File: config.mk
export PLATFORM = sky130hd
export DESIGN_NAME = saah_top
export DESIGN_NICKNAME = d
export VERILOG_FILES = /design/src/common/saah_pkg.sv /design/src/logic/saah_top.sv /design/src/logic/saah_axis.sv
export SDC_FILE = /design/constraint.sdc
export NUM_CORES = 1
export LEC_CHECK = 0
export BUFFER_PORTS_ARGS = -buffer_cell sky130_fd_sc_hd__clkbuf_2
export CAP_MARGIN = 0
export CELL_PAD_IN_SITES_DETAIL_PLACEMENT = 2
export CELL_PAD_IN_SITES_GLOBAL_PLACEMENT = 2
export CORE_UTILIZATION = 28
export DETAILED_ROUTE_END_ITERATION = 6
export PLACE_DENSITY = 0.84
export REMOVE_ABC_BUFFERS = 1
export SLEW_MARGIN = 20
export SYNTH_ARGS = -nofsm -noshare
export SYNTH_HDL_FRONTEND = slang
export SYNTH_SLANG_ARGS = --single-unit
export TNS_END_PERCENT = 100
File: constraint.sdc
create_clock -name MCLK_IN -period 2.3 [get_ports MCLK_IN]
set_clock_uncertainty 0.05 [all_clocks]
set_input_delay 0.115 -clock MCLK_IN [delete_from_list [all_inputs] [get_ports MCLK_IN]]
set_output_delay 0.115 -clock MCLK_IN [all_outputs]
set_load 0.02 [all_outputs]
File: src/common/saah_pkg.sv
// saah_pkg: shared types and constants for the two-axis alarm handler.
// assumes a 10 MHz single clock and synchronous active-high reset.
package saah_pkg;

  // clock rate and power-loss time
  localparam int unsigned CLK_HZ          = 10_000_000;
  localparam int unsigned PWR_LOSS_MS     = 60;
  // cycles per ms truncate, exact at 10 MHz: 60 ms -> 600000 cycles
  localparam int unsigned PWR_LOSS_CYC    = (PWR_LOSS_MS * (CLK_HZ / 1000));
  // bus threshold in volts, compared against the measured code
  localparam logic [11:0] BUS_UV_VOLTS    = 12'h0C8;
  localparam int unsigned NUM_CAUSES      = 8;
  // reset values
  localparam logic [7:0]  ALARM_RST       = 8'h00;
  localparam logic        DRV_EN_RST      = 1'b0;

  // per-axis alarm cause bundle
  typedef struct packed {
    logic [NUM_CAUSES-1:0] all_stop;   // causes that stop both axes
    logic [NUM_CAUSES-1:0] each_stop;  // causes that stop this axis only
  } saah_cause_t;

  // clear requests from the controller side
  typedef struct packed {
    logic err_reset;
    logic cpu_reset;
  } saah_clr_t;

  // control supply supervisor states
  typedef enum logic [1:0] {
    PS_UP   = 2'b00,
    PS_LOST = 2'b01,
    PS_LONG = 2'b11
  } saah_ps_t;

endpackage : saah_pkg

File: src/logic/saah_top.sv
// saah_top: two-axis servo alarm handler, gating power-stage drive.
// assumes all inputs synchronous to MCLK_IN; clear commands arrive as
// one-cycle pulses decoded from the network link.
//
// Functional notes
// - Any alarm cuts the affected power-stage drive at once so the motor coasts.
// - All-axis alarms stop both axes, each-axis alarms stop only their own axis.
// - An error-reset or CPU-reset command from the controller clears the alarm.
// - Removing and restoring control power clears a latched alarm.
// - Any clear is refused while the alarm's cause is still present.
// - Undervoltage is raised when control power returns after more than 60 ms lost.
// - Undervoltage is raised when bus voltage is at or below 200 V with servo on.
module saah_top
  import saah_pkg::*;
#(
  parameter int unsigned LOSS_CYC = saah_pkg::PWR_LOSS_CYC
) (
  input  wire logic        MCLK_IN,
  input  wire logic        RESET_IN,
  input  wire saah_cause_t CAUSE_A_IN,
  input  wire saah_cause_t CAUSE_B_IN,
  input  wire saah_clr_t   CLR_CMD_IN,
  input  wire logic        CTRL_PWR_OK_IN,
  input  wire logic [11:0] BUS_VOLTS_IN,
  input  wire logic [1:0]  SERVO_ON_IN,
  output logic [1:0]       DRV_EN_OUT,
  output logic [1:0]       ALARM_OUT,
  output logic             UNDERVOLT_OUT,
  output logic             MAIN_PWR_OFF_OUT
);
  import saah_pkg::*;

  // counter just wide enough for the loss span
  localparam int unsigned CW = $clog2(LOSS_CYC + 1);

  // supervisor state, loss timing and per-axis cause vectors
  saah_ps_t       ps_r;
  saah_ps_t       ps_nxt;
  logic [CW-1:0]  loss_cnt_r;
  logic           uv_pwr_r;
  logic           pwr_ok_d_r;
  logic           pwr_restore;
  logic           uv_bus;
  logic           clear_req;
  logic [NUM_CAUSES-1:0] all_stop;
  logic [NUM_CAUSES-1:0] cause_a;
  logic [NUM_CAUSES-1:0] cause_b;
  logic [NUM_CAUSES-1:0] lat_a;
  logic [NUM_CAUSES-1:0] lat_b;
  logic [1:0]     drv_en;

  ////////////////////////////////////////////////////////////////////////
  // control supply supervisor: counts loss time while power is absent
  // the loss time is counted in PS_LOST; reaching PS_LONG arms the
  // undervoltage pulse, which fires on the edge where supply returns.
  // a short dip goes back to PS_UP and raises nothing, but its return
  // edge still acts as a power-cycle clear of the latched alarms.
  // rising edge of the supply flag marks a control power cycle
  assign pwr_restore = CTRL_PWR_OK_IN & ~pwr_ok_d_r;

  // next state: any return of supply goes back to PS_UP
  always_comb begin
    ps_nxt = ps_r;
    unique case (ps_r)
      PS_UP:   if (!CTRL_PWR_OK_IN) ps_nxt = PS_LOST;
      PS_LOST: if (CTRL_PWR_OK_IN) ps_nxt = PS_UP;
               else if (loss_cnt_r >= CW'(LOSS_CYC - 1)) ps_nxt = PS_LONG;
      PS_LONG: if (CTRL_PWR_OK_IN) ps_nxt = PS_UP;
      default: ps_nxt = PS_UP;
    endcase
  end

  // loss counter and one-cycle undervoltage pulse from long loss
  // counter runs only while lost, so it restarts on every dip
  always_ff @(posedge MCLK_IN) begin
    if (RESET_IN) begin
      ps_r       <= PS_UP;
      loss_cnt_r <= '0;
      pwr_ok_d_r <= 1'b1;
      uv_pwr_r   <= 1'b0;
    end else begin
      ps_r       <= ps_nxt;
      pwr_ok_d_r <= CTRL_PWR_OK_IN;
      loss_cnt_r <= (ps_r == PS_LOST) ? loss_cnt_r + CW'(1) : '0;
      if (ps_r == PS_LONG && CTRL_PWR_OK_IN) uv_pwr_r <= 1'b1;
      else if (ps_r == PS_UP)                uv_pwr_r <= 1'b0;
    end
  end

  ////////////////////////////////////////////////////////////////////////
  // bus undervoltage with servo on
  assign uv_bus = (|SERVO_ON_IN) && (BUS_VOLTS_IN <= BUS_UV_VOLTS);

  // clears are levels: every high cycle is one attempt, so a held command
  // keeps clearing bits whose cause has gone
  // command clear; control power cycle clear
  assign clear_req = CLR_CMD_IN.err_reset | CLR_CMD_IN.cpu_reset | pwr_restore;

  // undervoltage rides on bit 0 of the all-axis group; a cause source
  // wired to that bit reads back as undervoltage too
  // all-axis causes feed both axes, undervoltage is all-axis
  assign all_stop = CAUSE_A_IN.all_stop | CAUSE_B_IN.all_stop
                  | {{(NUM_CAUSES-1){1'b0}}, (uv_pwr_r | uv_bus)};
  assign cause_a  = all_stop | CAUSE_A_IN.each_stop;
  assign cause_b  = all_stop | CAUSE_B_IN.each_stop;

  ////////////////////////////////////////////////////////////////////////
  // both axes share the clear request: a command always targets every axis
  // one latch and drive gate per axis
  saah_axis #(.N(NUM_CAUSES)) u_axis_a (
    .clk_in      (MCLK_IN),
    .rst_in      (RESET_IN),
    .cause_in    (cause_a),
    .clear_in    (clear_req),
    .run_in      (SERVO_ON_IN[0]),
    .latched_out (lat_a),
    .drv_en_out  (drv_en[0])
  );

  saah_axis #(.N(NUM_CAUSES)) u_axis_b (
    .clk_in      (MCLK_IN),
    .rst_in      (RESET_IN),
    .cause_in    (cause_b),
    .clear_in    (clear_req),
    .run_in      (SERVO_ON_IN[1]),
    .latched_out (lat_b),
    .drv_en_out  (drv_en[1])
  );

  ////////////////////////////////////////////////////////////////////////
  // main power off follows the latches, not the live causes, so it
  // stays asserted until the alarm is really cleared; undervoltage reads
  // the axis a latch, so it clears together with that alarm
  // status to the outside sequence
  // request main power off on any alarm
  // both axes alarmed also lands here
  assign DRV_EN_OUT       = drv_en;
  assign ALARM_OUT        = {|lat_b, |lat_a};
  assign UNDERVOLT_OUT    = lat_a[0];
  assign MAIN_PWR_OFF_OUT = |lat_a | |lat_b;

  ////////////////////////////////////////////////////////////////////////
  // all-axis drive cut
  all_axis_a: assert property (@(posedge MCLK_IN) disable iff (RESET_IN)
    (|all_stop) |-> DRV_EN_OUT == 2'b00)
    else $error("all-axis alarm left a drive on");

  each_axis_a: assert property (@(posedge MCLK_IN) disable iff (RESET_IN)
    (|CAUSE_A_IN.each_stop) |=> ALARM_OUT[0])
    else $error("each-axis alarm not latched");

  own_axis_a: assert property (@(posedge MCLK_IN) disable iff (RESET_IN)
    (|CAUSE_B_IN.each_stop && !(|cause_a) && !ALARM_OUT[0]) |=> !ALARM_OUT[0])
    else $error("each-axis alarm spread to other axis");

  drive_b_cut_a: assert property (@(posedge MCLK_IN) disable iff (RESET_IN)
    (|cause_b) |-> !DRV_EN_OUT[1])
    else $error("axis b drive on during cause");

  bus_uv_a: assert property (@(posedge MCLK_IN) disable iff (RESET_IN)
    uv_bus |=> UNDERVOLT_OUT)
    else $error("bus undervoltage missed");

  supply_lost_a: assert property (@(posedge MCLK_IN) disable iff (RESET_IN)
    (ps_r == PS_UP && !CTRL_PWR_OK_IN) |=> (ps_r == PS_LOST))
    else $error("supply loss not tracked");

  long_count_a: assert property (@(posedge MCLK_IN) disable iff (RESET_IN)
    (ps_r == PS_LOST && !CTRL_PWR_OK_IN && loss_cnt_r == CW'(LOSS_CYC - 1))
    |=> (ps_r == PS_LONG))
    else $error("loss span not reached");

  long_loss_a: assert property (@(posedge MCLK_IN) disable iff (RESET_IN)
    (ps_r == PS_LONG && CTRL_PWR_OK_IN) |=> ##1 UNDERVOLT_OUT)
    else $error("long power loss missed");

  uv_pulse_a: assert property (@(posedge MCLK_IN) disable iff (RESET_IN)
    uv_pwr_r |=> !uv_pwr_r)
    else $error("undervoltage pulse stuck");

  short_loss_a: assert property (@(posedge MCLK_IN) disable iff (RESET_IN)
    (ps_r == PS_LOST && CTRL_PWR_OK_IN) |=> !uv_pwr_r)
    else $error("short loss raised undervoltage");

  cmd_clear_a: assert property (@(posedge MCLK_IN) disable iff (RESET_IN)
    (CLR_CMD_IN.err_reset && !(|cause_a)) |=> !ALARM_OUT[0])
    else $error("clear command ignored");

  clear_refused_a: assert property (@(posedge MCLK_IN) disable iff (RESET_IN)
    (clear_req && (|cause_a)) |=> ALARM_OUT[0])
    else $error("clear taken while cause present");

  pwr_clear_a: assert property (@(posedge MCLK_IN) disable iff (RESET_IN)
    (pwr_restore && !(|cause_b)) |=> !ALARM_OUT[1])
    else $error("power cycle did not clear");

  restore_clear_a: assert property (@(posedge MCLK_IN) disable iff (RESET_IN)
    (pwr_restore && !(|cause_a)) |=> !ALARM_OUT[0])
    else $error("power cycle did not clear axis a");

  main_off_a: assert property (@(posedge MCLK_IN) disable iff (RESET_IN)
    ((|cause_a) || (|cause_b)) |=> MAIN_PWR_OFF_OUT)
    else $error("main power off not requested");

endmodule : saah_top

File: src/logic/saah_axis.sv
// saah_axis: alarm latch and drive gate for one axis.
// assumes causes are levels that stay high while the fault persists.
module saah_axis
  import saah_pkg::*;
#(
  parameter int unsigned N = saah_pkg::NUM_CAUSES
) (
  input  wire logic         clk_in,
  input  wire logic         rst_in,
  input  wire logic [N-1:0] cause_in,
  input  wire logic         clear_in,
  input  wire logic         run_in,
  output logic [N-1:0]      latched_out,
  output logic              drv_en_out
);

  logic [N-1:0] alarm_r;
  logic [N-1:0] alarm_nxt;
  logic         drv_r;

  ////////////////////////////////////////////////////////////////////////
  // latch: set wins over clear, so a live cause is never dropped
  // clear refused while cause present
  assign alarm_nxt   = cause_in | (clear_in ? {N{1'b0}} : alarm_r);
  assign latched_out = alarm_r;

  // registered gate; cut combinationally too so shutdown is immediate
  always_ff @(posedge clk_in) begin
    if (rst_in) begin
      alarm_r <= {N{1'b0}};
      drv_r   <= DRV_EN_RST;
    end else begin
      alarm_r <= alarm_nxt;
      drv_r   <= run_in & ~|alarm_nxt;
    end
  end

  assign drv_en_out = drv_r & ~|cause_in & ~|alarm_r;

  ////////////////////////////////////////////////////////////////////////
  // live cause latches
  cause_holds_a: assert property (@(posedge clk_in) disable iff (rst_in)
    (|cause_in) |=> ((alarm_r & $past(cause_in)) == $past(cause_in)))
    else $error("cause did not latch");

  drive_off_a: assert property (@(posedge clk_in) disable iff (rst_in)
    (|alarm_r) |-> !drv_en_out)
    else $error("drive on while alarmed");

  cause_cuts_a: assert property (@(posedge clk_in) disable iff (rst_in)
    (|cause_in) |-> !drv_en_out)
    else $error("drive on during cause");

endmodule : saah_axis

==> results of run 1 <==
==> metal layers <==
metal,GRT usage (%),up-vias,part of all wire (%)
met5,0,-,0
met4,4.16,0,0.96
met3,4.17,5,4.5
met2,31.9,40,52
met1,19.1,918,43
li1,-,925,-
==> cells in the mapped netlist (5+ instances only) <==
| cell type | number | area share, % |
|---|---|---|
| dfxtp_1 | 42 | 45 |
| a21oi_1 | 23 | 6.2 |
| nor2_1 | 21 | 4.2 |
| nand2_1 | 20 | 4.0 |
| nor3_1 | 12 | 3.2 |
| nor4_1 | 12 | 4.0 |
| inv_1 | 10 | 2.0 |
| o21ai_0 | 9 | 2.4 |
| nand4_1 | 7 | 2.4 |
| or3_1 | 6 | 2.0 |
| xnor2_1 | 6 | 2.8 |
| clkbuf_1 | 5 | 1.0 |
| nand3_1 | 5 | 1.3 |
==> cells by family (layout without fill, tap and decap cells) <==
kind of cell               Yosys count  count (layout)  share of synthesized area (%)
AOI/OAI and AO/OA                   47              47                           15.6
xor gates and xnor gates             9               9                           4.25
adders and majority gates            1               1                          0.674
buffers and inverters               18              81                           4.11
DFF                                 42              42                           45.3
muxes                                1               1                          0.539
and+or+nand+nor                    103             103                           29.6
==> layout make-up <==
| cell class | instances | area, um2 | share of cell area, % |
|---|---|---|---|
| Tap cell | 77 | 96.3 | 4.07 |
| Sequential cell | 42 | 841 | 35.6 |
| Inverter | 10 | 37.5 | 1.59 |
| Clock inverter | 2 | 37.5 | 1.59 |
| Multi-Input combinational cell | 161 | 940 | 39.7 |
| Clock buffer | 6 | 72.6 | 3.07 |
| Timing Repair Buffer | 63 | 340 | 14.4 |
==> path summary, 6_finish.rpt <==
path,from,end,cells after the start
worst min register to register,loss_cnt_r[0]$_SDFF_PP0_,loss_cnt_r[0]$_SDFF_PP0_,1
worst max register to register,loss_cnt_r[0]$_SDFF_PP0_,loss_cnt_r[14]$_SDFF_PP0_,5
worst max-delay path,uv_pwr_r$_SDFFE_PP0P_,DRV_EN_OUT[0],4
worst min-delay path,CAUSE_B_IN[5],u_axis_b.latched_out[5]$_SDFF_PP0_,3
==> state kept, by name, indices dropped and copies added, names as in the netlist <==
name	cells
loss_cnt_r	20
u_axis_b.latched_out	8
u_axis_b.drv_r	1
uv_pwr_r	1
u_axis_a.drv_r	1
ps_r	2
u_axis_a.latched_out	8
pwr_ok_d_r	1
==> what timing repair did <==
item | in CTS | in global routing
hold buffers | 3 | 0
endpoints found under the hold margin | 3 | 0
buffers inserted | 0 | 0
==> worst max-delay path, cell delays in order (launching register included) <==
cell and delay (ps):
dfxtp_1 320, nor3_1 340, o21ai_0 280, nor4_1 380
clkbuf_2 230
==> power by group through the flow <==
stage          clock network (mW)  registers (mW)  logic, mW
2_1_floorplan                   0           0.776     0.0404
3_3_place_gp                    0           0.778      0.111
3_5_place_dp                    0           0.779      0.115
4_1_cts                     0.604           0.762      0.120
5_1_grt                     0.636           0.765      0.132
6_report                    0.586           0.762      0.117
==> results.txt, run 1 <==
Outcome = finished clean
N_diodes = 0
Final Cell Area = 2360 um2
Total wire length = 5500 um
Worst-Margin Slew = 598 ps
Setup TNS = 0 ps
Post-DP HPWL = 4310 um
EDFF count, synth = 0
Num Clock Sinks = 42
Yosys cell types = 38
Largest net degree at the start of global routing = 22
Syn-to-layout area delta = 27.4%
Final core area utilization = 37.0%
Clock Latency Late Sink = 290 ps
Die Wd = 83.4 um
Via density = 5.23
Initial antenna violation count = 0
DRT Pass-1 Iters = 5
Port buffer count = 56
Area post-placement = 2220 um2
Clock-pin slew on the worst setup and hold paths = 80 ps
Overall die height = 83.4 um
Post-Syn Area = 1860 um2
Synth Warn # = 0
Post-CTS sizing = 0
FMAX = 497 MHz
Min cycle time layout = 2010 ps
Row count = 29
Final setup viols = 0
Flop2flop setup slack = 410 ps
Sequential share of the synthesized area = 45.3%
Final worst slack = 290 ps
Psw = 0.335 mW
Drt wl/cell = 15.2 um
Required time worst endpoint = 2130 ps
Top Ports = 57
Fin crit share = 87.4%
First-pass GRT wire length = 9430 um
Maximum vdd ir drop = 261 uV
Crit Path Max Fanout = 4
CP Launch Type = flop
Total power = 1.46 mW
Hold Vio Cnt, Final = 0
Clock root buffer master = clkbuf_8
Syn Area/Cell = 8.40 um2
Most frequent cells in the layout = clkbuf_2 (56), dfxtp_1 (42), a21oi_1 (23), nor2_1 (21), nand2_1 (20)
Placed Instances = 350
CTS buffer count = 5
Vias in the first global route = 2118
Relative slew slack = 59.8%
Fillers = 755
Placement Setup Slack = 421 ps
NumNets Final = 335
CTS tree = built
Core Area = 6390 um2
GRT Util Overall = 17.0%
Vias = 1888
Gate power share = 8.0%
GR Overflow Total = 0
RSZ-0062 raised after global routing = false
Fin. max-slew vios = 0
Placer congestion estimate = 0.747
Setup CP Type = reg2out
Post-DRT Antenna Nets = 0
Hold slack = 4.71 ps
DRC marker count from the first detailed-route iteration = 53
Residual DRC = 0
Ys async rst share = 0%
Pwr/cell area = 619 nW/um2
WP data arrival = 1850 ps
Layout cells sized above 1 = 27.1%
Commonest non-fill, non-tap cell in the layout = clkbuf_2
Pint = 1.13 mW
Maximum buffer depth of the clock tree = 2
Clk pwr share = 40.0%
Max H-tree Level = 2
Ys flop type = dfxtp_1
Initial Utilization = 29.1%
LEAKAGE = 0.881 nW
Mapped Cells = 221
Finished Layout Cells = 361
Sw Share = 22.8%
Yosys reg bits = 42
Critical path capture point type = primary output
DIE AREA = 6960 um2
Sequential share of power = 52.0%
Worst Hold Class = in2reg
MaxCap Viol Count = 0
No activity file was read; power rests on OpenSTA's default activity.
==> inputs of run 2 (changes only) <==
--- a/config.mk
+++ b/config.mk
@@ -9,9 +9,9 @@
 export CAP_MARGIN = 0
 export CELL_PAD_IN_SITES_DETAIL_PLACEMENT = 2
 export CELL_PAD_IN_SITES_GLOBAL_PLACEMENT = 2
-export CORE_UTILIZATION = 28
+export CORE_UTILIZATION = 26
 export DETAILED_ROUTE_END_ITERATION = 6
-export PLACE_DENSITY = 0.84
+export PLACE_DENSITY = 0.82
 export REMOVE_ABC_BUFFERS = 1
 export SLEW_MARGIN = 20
 export SYNTH_ARGS = -nofsm -noshare
==> constraint.sdc (replaced) <==
create_clock -name MCLK_IN -period 1.8 [get_ports MCLK_IN]
set_clock_uncertainty 0.05 [all_clocks]
set_input_delay 0.09 -clock MCLK_IN [delete_from_list [all_inputs] [get_ports MCLK_IN]]
set_output_delay 0.09 -clock MCLK_IN [all_outputs]
set_load 0.02 [all_outputs]
==> results.txt, run 2 (synthesis results as in run 1) <==
Outcome = finished with violations
Failing checks = negative setup slack
Final worst slack = -88.0 ps
N_diodes = 0
Core Area = 6830 um2
Top Ports = 57
Crit Path Max Fanout = 2
NumNets Final = 356
FMAX = 530 MHz
Worst Hold Class = in2reg
Clock Latency Late Sink = 310 ps
Port buffer count = 56
Top reg by flops = loss_cnt_r
Max H-tree Level = 2
Fin. max-slew vios = 0
WP data arrival = 1750 ps
Most frequent cells in the layout = clkbuf_2 (54), dfxtp_1 (39), a21oi_1 (23), nor2_1 (21), nand2_1 (20)
Pwr/cell area = 692 nW/um2
Maximum vdd ir drop = 309 uV
Min cycle time layout = 1890 ps
Syn-to-layout area delta = 40.9%
Row count = 30
Initial Utilization = 27.2%
DRT Pass-1 Iters = 4
Post-DP HPWL = 4550 um
Placement Setup Slack = -25.9 ps
Final setup viols = 2
DRC marker count from the first detailed-route iteration = 104
Layout cells sized above 1 = 32.8%
R2R depth = 5
CP startpoint = CAUSE_B_IN[15]
RSZ-0062 raised after global routing = true
Placer congestion estimate = 0.766
RR Startpoint = loss_cnt_r[0]$_SDFF_PP0_
Hold Vio Cnt, Final = 0
Fin crit share = 105%
Initial antenna violation count = 0
Overall die height = 86.5 um
Total wire length = 7090 um
Crit path capture = DRV_EN_OUT[1]
CP Launch Type = input port
Relative slew slack = 58.4%
CP max-delay cell = or3_1
Worst-Margin Slew = 620 ps
MaxCap Viol Count = 0
CP cell instances = clkbuf_2 > or3_1 > nor4_1 > nand4_1 > nor4_2 > buf_4
DIE AREA = 7480 um2
Via density = 5.12
CTS tree = built
Drt wl/cell = 17.7 um
GRT Util Overall = 18.0%
Flop2flop setup slack = 110 ps
Slowest stage delay, CP = 400 ps
LEAKAGE = 0.982 nW
Setup TNS = -133 ps
Clock root buffer master = clkbuf_8
Max reg flops = 20
Commonest non-fill, non-tap cell in the layout = clkbuf_2
Vias in the first global route = 2123
Die Wd = 86.5 um
Clock-pin slew on the worst setup and hold paths = 90 ps
Num Clock Sinks = 42
Vias = 2054
Required time worst endpoint = 1660 ps
CTS buffer count = 5
First-pass GRT wire length = 10200 um
Largest net degree at the start of global routing = 22
GR Overflow Total = 0
Residual DRC = 0
Maximum buffer depth of the clock tree = 2
Setup CP Type = in2out
Final core area utilization = 38.3%
Critical path capture point type = primary output
Post-DRT Antenna Nets = 0
RR Endpoint = loss_cnt_r[14]$_SDFF_PP0_
run 2: cell count changes in the layout (fill, tap and decap cells not counted), sizes merged:
cell,delta
clkbuf,-3
buf,+12
dlygate4sd3,+11
clkinv,+2
bufinv,-1
run 2: worst max-delay path, delay by kind of cell:
family | cells | cell delay [ps]
simple gates | 4 | 1350
buf+inv | 2 | 290
run 2: worst min-delay path by stage:
| stage | slack (ps) | endpoint | startpoint | depth (start not counted) |
|---|---|---|---|---|
| after floorplan | 110 | u_axis_a.latched_out[1]$_SDFF_PP0_ | RESET_IN | 1 |
| after global placement | 260 | u_axis_a.drv_r$_SDFF_PP0_ | CAUSE_A_IN[0] | 2 |
| after detailed placement | 270 | u_axis_b.drv_r$_SDFF_PP0_ | CAUSE_B_IN[0] | 2 |
| after CTS | 4 | pwr_ok_d_r$_SDFF_PP1_ | CTRL_PWR_OK_IN | 2 |
| after global routing | 20 | u_axis_a.latched_out[5]$_SDFF_PP0_ | CAUSE_A_IN[5] | 3 |
| final | 30 | u_axis_a.latched_out[5]$_SDFF_PP0_ | CAUSE_A_IN[5] | 3 |
run 2: repair_timing:
action                                 in CTS  in global routing
pin swaps                                   0                  3
setup buffers                               0                  3
endpoints found under the hold margin       9                  0
gates resized for setup                     4                 12
hold buffers                               14                  0
setup endpoints to repair                   2                  3
run 2: final cells by class:
cell class | instances | area, um2
fill | 807 | 4220
sequential | 42 | 845
multi-input combinational | 161 | 996
clock buffer | 5 | 68.8
timing repair buffer | 84 | 528
tap | 96 | 120
clock inverter | 3 | 21.3
inverter | 10 | 37.5
run 2: metrics by stage:
step | power, mW | hold WS (ps) | cell area [um2] | std cells
5_1_grt | 1.90 | 21.8 | 2620 | 401
6_report | 1.81 | 28.9 | 2620 | 401
4_1_cts | 1.82 | 3.70 | 2550 | 398
3_5_place_dp | 1.15 | 270 | 2300 | 376
3_3_place_gp | 1.14 | 262 | 2300 | 376
2_1_floorplan | 1.04 | 109 | 1820 | 213
run 2: per-layer routing:
metal	track usage, %	vias to the layer above	routed length (um)
met4	8.18	0	279
met5	0	-	0
met3	3.62	21	327
met1	19.1	1004	2760
li1	-	968	-
met2	34.1	61	3730
run 2: report_power, final:
group	internal, mW	switching, mW	total [mW]
Clock	0.273	0.364	0.637
Sequential	0.958	0.0239	0.981
Combinational	0.0952	0.0960	0.191
Total	1.33	0.484	1.81
==> inputs of run 3 (changes only) <==
--- a/config.mk
+++ b/config.mk
@@ -5,11 +5,12 @@
 export SDC_FILE = /design/constraint.sdc
 export NUM_CORES = 1
 export LEC_CHECK = 0
+export ABC_AREA = 1
 export BUFFER_PORTS_ARGS = -buffer_cell sky130_fd_sc_hd__clkbuf_2
 export CAP_MARGIN = 0
 export CELL_PAD_IN_SITES_DETAIL_PLACEMENT = 2
 export CELL_PAD_IN_SITES_GLOBAL_PLACEMENT = 2
-export CORE_UTILIZATION = 26
+export CORE_UTILIZATION = 25
 export DETAILED_ROUTE_END_ITERATION = 6
 export PLACE_DENSITY = 0.82
 export REMOVE_ABC_BUFFERS = 1
==> results.txt, run 3 <==
Port buffer count = 56
Placer congestion estimate = 0.768
Footprint of the multi-input gates = 1140 um2
MaxCap Viol Count = 0
Relative slew slack = 66.1%
Yosys reg bits = 42
Top-area cell type share of the netlist area = 38.8%
RR Endpoint = loss_cnt_r[12]$_SDFF_PP0_
CTS buffer count = 5
Most frequent cells in the layout = nand2_1 (67), nor2_1 (58), clkbuf_2 (56), inv_1 (45), dfxtp_1 (42)
Min cycle time layout = 1690 ps
Post-DRT Antenna Nets = 0
FF/Latch Area = 841 um2
DRC marker count from the first detailed-route iteration = 26
Ys async rst share = 0%
Synth Warn # = 0
Max reg flops = 20
WP data arrival = 1550 ps
GR Overflow Total = 0
Hold slack = 25.8 ps
Finished Layout Cells = 490
Most frequent cells after synthesis = nand2_1 (67), nor2_1 (58), inv_1 (45)
N_diodes = 0
Setup TNS = 0 ps
Yosys cell types = 29
Synth area leaders = dfxtp_1 (39%), nand2_1 (12%), nor2_1 (10%), inv_1 (7.8%), nor3_1 (5.1%)
First-pass GRT wire length = 11100 um
GRT Util Overall = 16.1%
Fillers = 1019
Fin crit share = 93.7%
Setup CP Type = reg2out
RR Startpoint = loss_cnt_r[0]$_SDFF_PP0_
Syn Area/Cell = 6.68 um2
Ys flop type = dfxtp_1
Most common cell in the synthesized netlist = nand2_1
Via density = 4.61
CTS tree = built
Largest delay contributor family on the critical path = simple AND/OR/NAND/NOR gates
Clock Latency Late Sink = 300 ps
Area post-placement = 2570 um2
Final core area utilization = 32.6%
Required time worst endpoint = 1660 ps
Placed Instances = 482
Commonest non-fill, non-tap cell in the layout = nand2_1
Layout cells sized above 1 = 24.4%
Fin. max-slew vios = 0
Total wire length = 6630 um
Post-CTS Setup Bufs = 0
WHS Path Cells = 3
Sequential share of the synthesized area = 38.8%
Top reg by flops = loss_cnt_r
DRT Pass-1 Iters = 4
Pwr/cell area = 672 nW/um2
Worst Hold Class = in2reg
EDFF count, synth = 0
Initial antenna violation count = 0
CP Launch Type = flop
Crit Path Max Fanout = 2
Post-DP HPWL = 5540 um
Clock root buffer master = clkbuf_8
Outcome = finished clean
Initial Utilization = 26.1%
RSZ-0062 raised after global routing = false
Max H-tree Level = 2
FMAX = 593 MHz
DIE AREA = 9040 um2
Clock-pin slew on the worst setup and hold paths = 80 ps
Slowest stage delay, CP = 370 ps
CP max-delay cell = nor4_2
Maximum vdd ir drop = 293 uV
Critical path capture point type = primary output
Hold Startpoint = CTRL_PWR_OK_IN
Die Wd = 95.1 um
Post-Syn Area = 2170 um2
Overall die height = 95.1 um
R2R depth = 7
Largest net degree at the start of global routing = 15
Core Area = 8300 um2
Post-synth top area cell = dfxtp_1
CP cell instances = nor4_2 > nand2_1 > nor2_1 > nand2_1 > nor2_1 > clkbuf_2
Num Clock Sinks = 42
Buffers plus inverters on the worst setup path = 1
Hold Vio Cnt, Final = 0
Final Cell Area = 2700 um2
Syn-to-layout area delta = 24.8%
Worst-Margin Slew = 508 ps
WHS Endpoint = pwr_ok_d_r$_SDFF_PP1_
Top Ports = 57
Row count = 33
Flop2flop setup slack = 310 ps
LEAKAGE = 1.13 nW
Drt wl/cell = 13.5 um
Vias in the first global route = 2480
Residual DRC = 0
Maximum buffer depth of the clock tree = 2
Final setup viols = 0
Mapped Cells = 324
NumNets Final = 436
Vias = 2258
run 3: changes by cell type in the layout (fill, tap and decap cells not counted), moves of 11 or more:
cell	delta
nand2_1	+47
dlygate4sd3_1	-14
buf_4	-12
nor3_1	+11
nor2_1	+37
a21oi_1	-12
inv_1	+35
run 3: logic make-up after synthesis:
| family | synth area share (%) |
|---|---|
| and+or+nand+nor | 40.6 |
| buffers and inverters | 10.5 |
| DFF | 38.8 |
| AOI/OAI and AO/OA | 7.91 |
| xor gates and xnor gates | 1.62 |
| adders and majority gates | 0.578 |
run 3: report_power, final:
part / internal [mW] / leakage [nW] / switching (mW)
registers: 0.958 / 0.345 / 0.0270
clock network: 0.309 / 0.0472 / 0.340
logic: 0.0795 / 0.734 / 0.104
run 3: area by class of cell:
cell class	instances	share of cell area, %
inverter	51	7.17
sequential	42	31.1
multi-input combinational	225	42.2
clock inverter	2	0.463
clock buffer	6	3.05
timing repair buffer	59	11.2
tap	105	4.86
run 3: worst register-to-register path, cell delays in order, from the launching register on:
cell,delay [ps]
dfxtp_1,380
ha_1,260
nand3_2,140
nor2_4,150
nand2_2,90
nor2_2,120
a21oi_1,80
nor3_1,160
run 3: through the flow:
step	total power [mW]	worst slack [ps]
after floorplan	1.07	367
after global placement	1.17	339
after detailed placement	1.18	286
after CTS	1.84	4.37
after global routing	1.91	2.62
final	1.82	113
run 3: worst max-delay path by stage:
stage | from | end | slack [ps] | cells after the start
floorplan | u_axis_a.latched_out[3]$_SDFF_PP0_ | DRV_EN_OUT[0] | 370 | 5
global placement | u_axis_a.latched_out[6]$_SDFF_PP0_ | DRV_EN_OUT[0] | 340 | 6
detailed placement | u_axis_a.latched_out[6]$_SDFF_PP0_ | DRV_EN_OUT[0] | 290 | 6
CTS | u_axis_b.latched_out[6]$_SDFF_PP0_ | DRV_EN_OUT[1] | 4 | 6
global route | u_axis_a.latched_out[6]$_SDFF_PP0_ | DRV_EN_OUT[0] | 3 | 6
finish | u_axis_a.latched_out[6]$_SDFF_PP0_ | DRV_EN_OUT[0] | 110 | 6
run 3: timing repair:
action,CTS,global route
gates resized for setup,2,4
hold buffers,0,0
setup endpoints to repair,1,2
hold endpoints to repair,0,0
run 3: metal layers:
layer | global-route usage [%] | vias to the layer above | wire length, um
met1 | 16.2 | 1058 | 2650
met3 | 3.51 | 11 | 336
li1 | - | 1140 | -
met2 | 31.7 | 49 | 3490
met4 | 5.68 | 0 | 148
met5 | 0 | - | 0
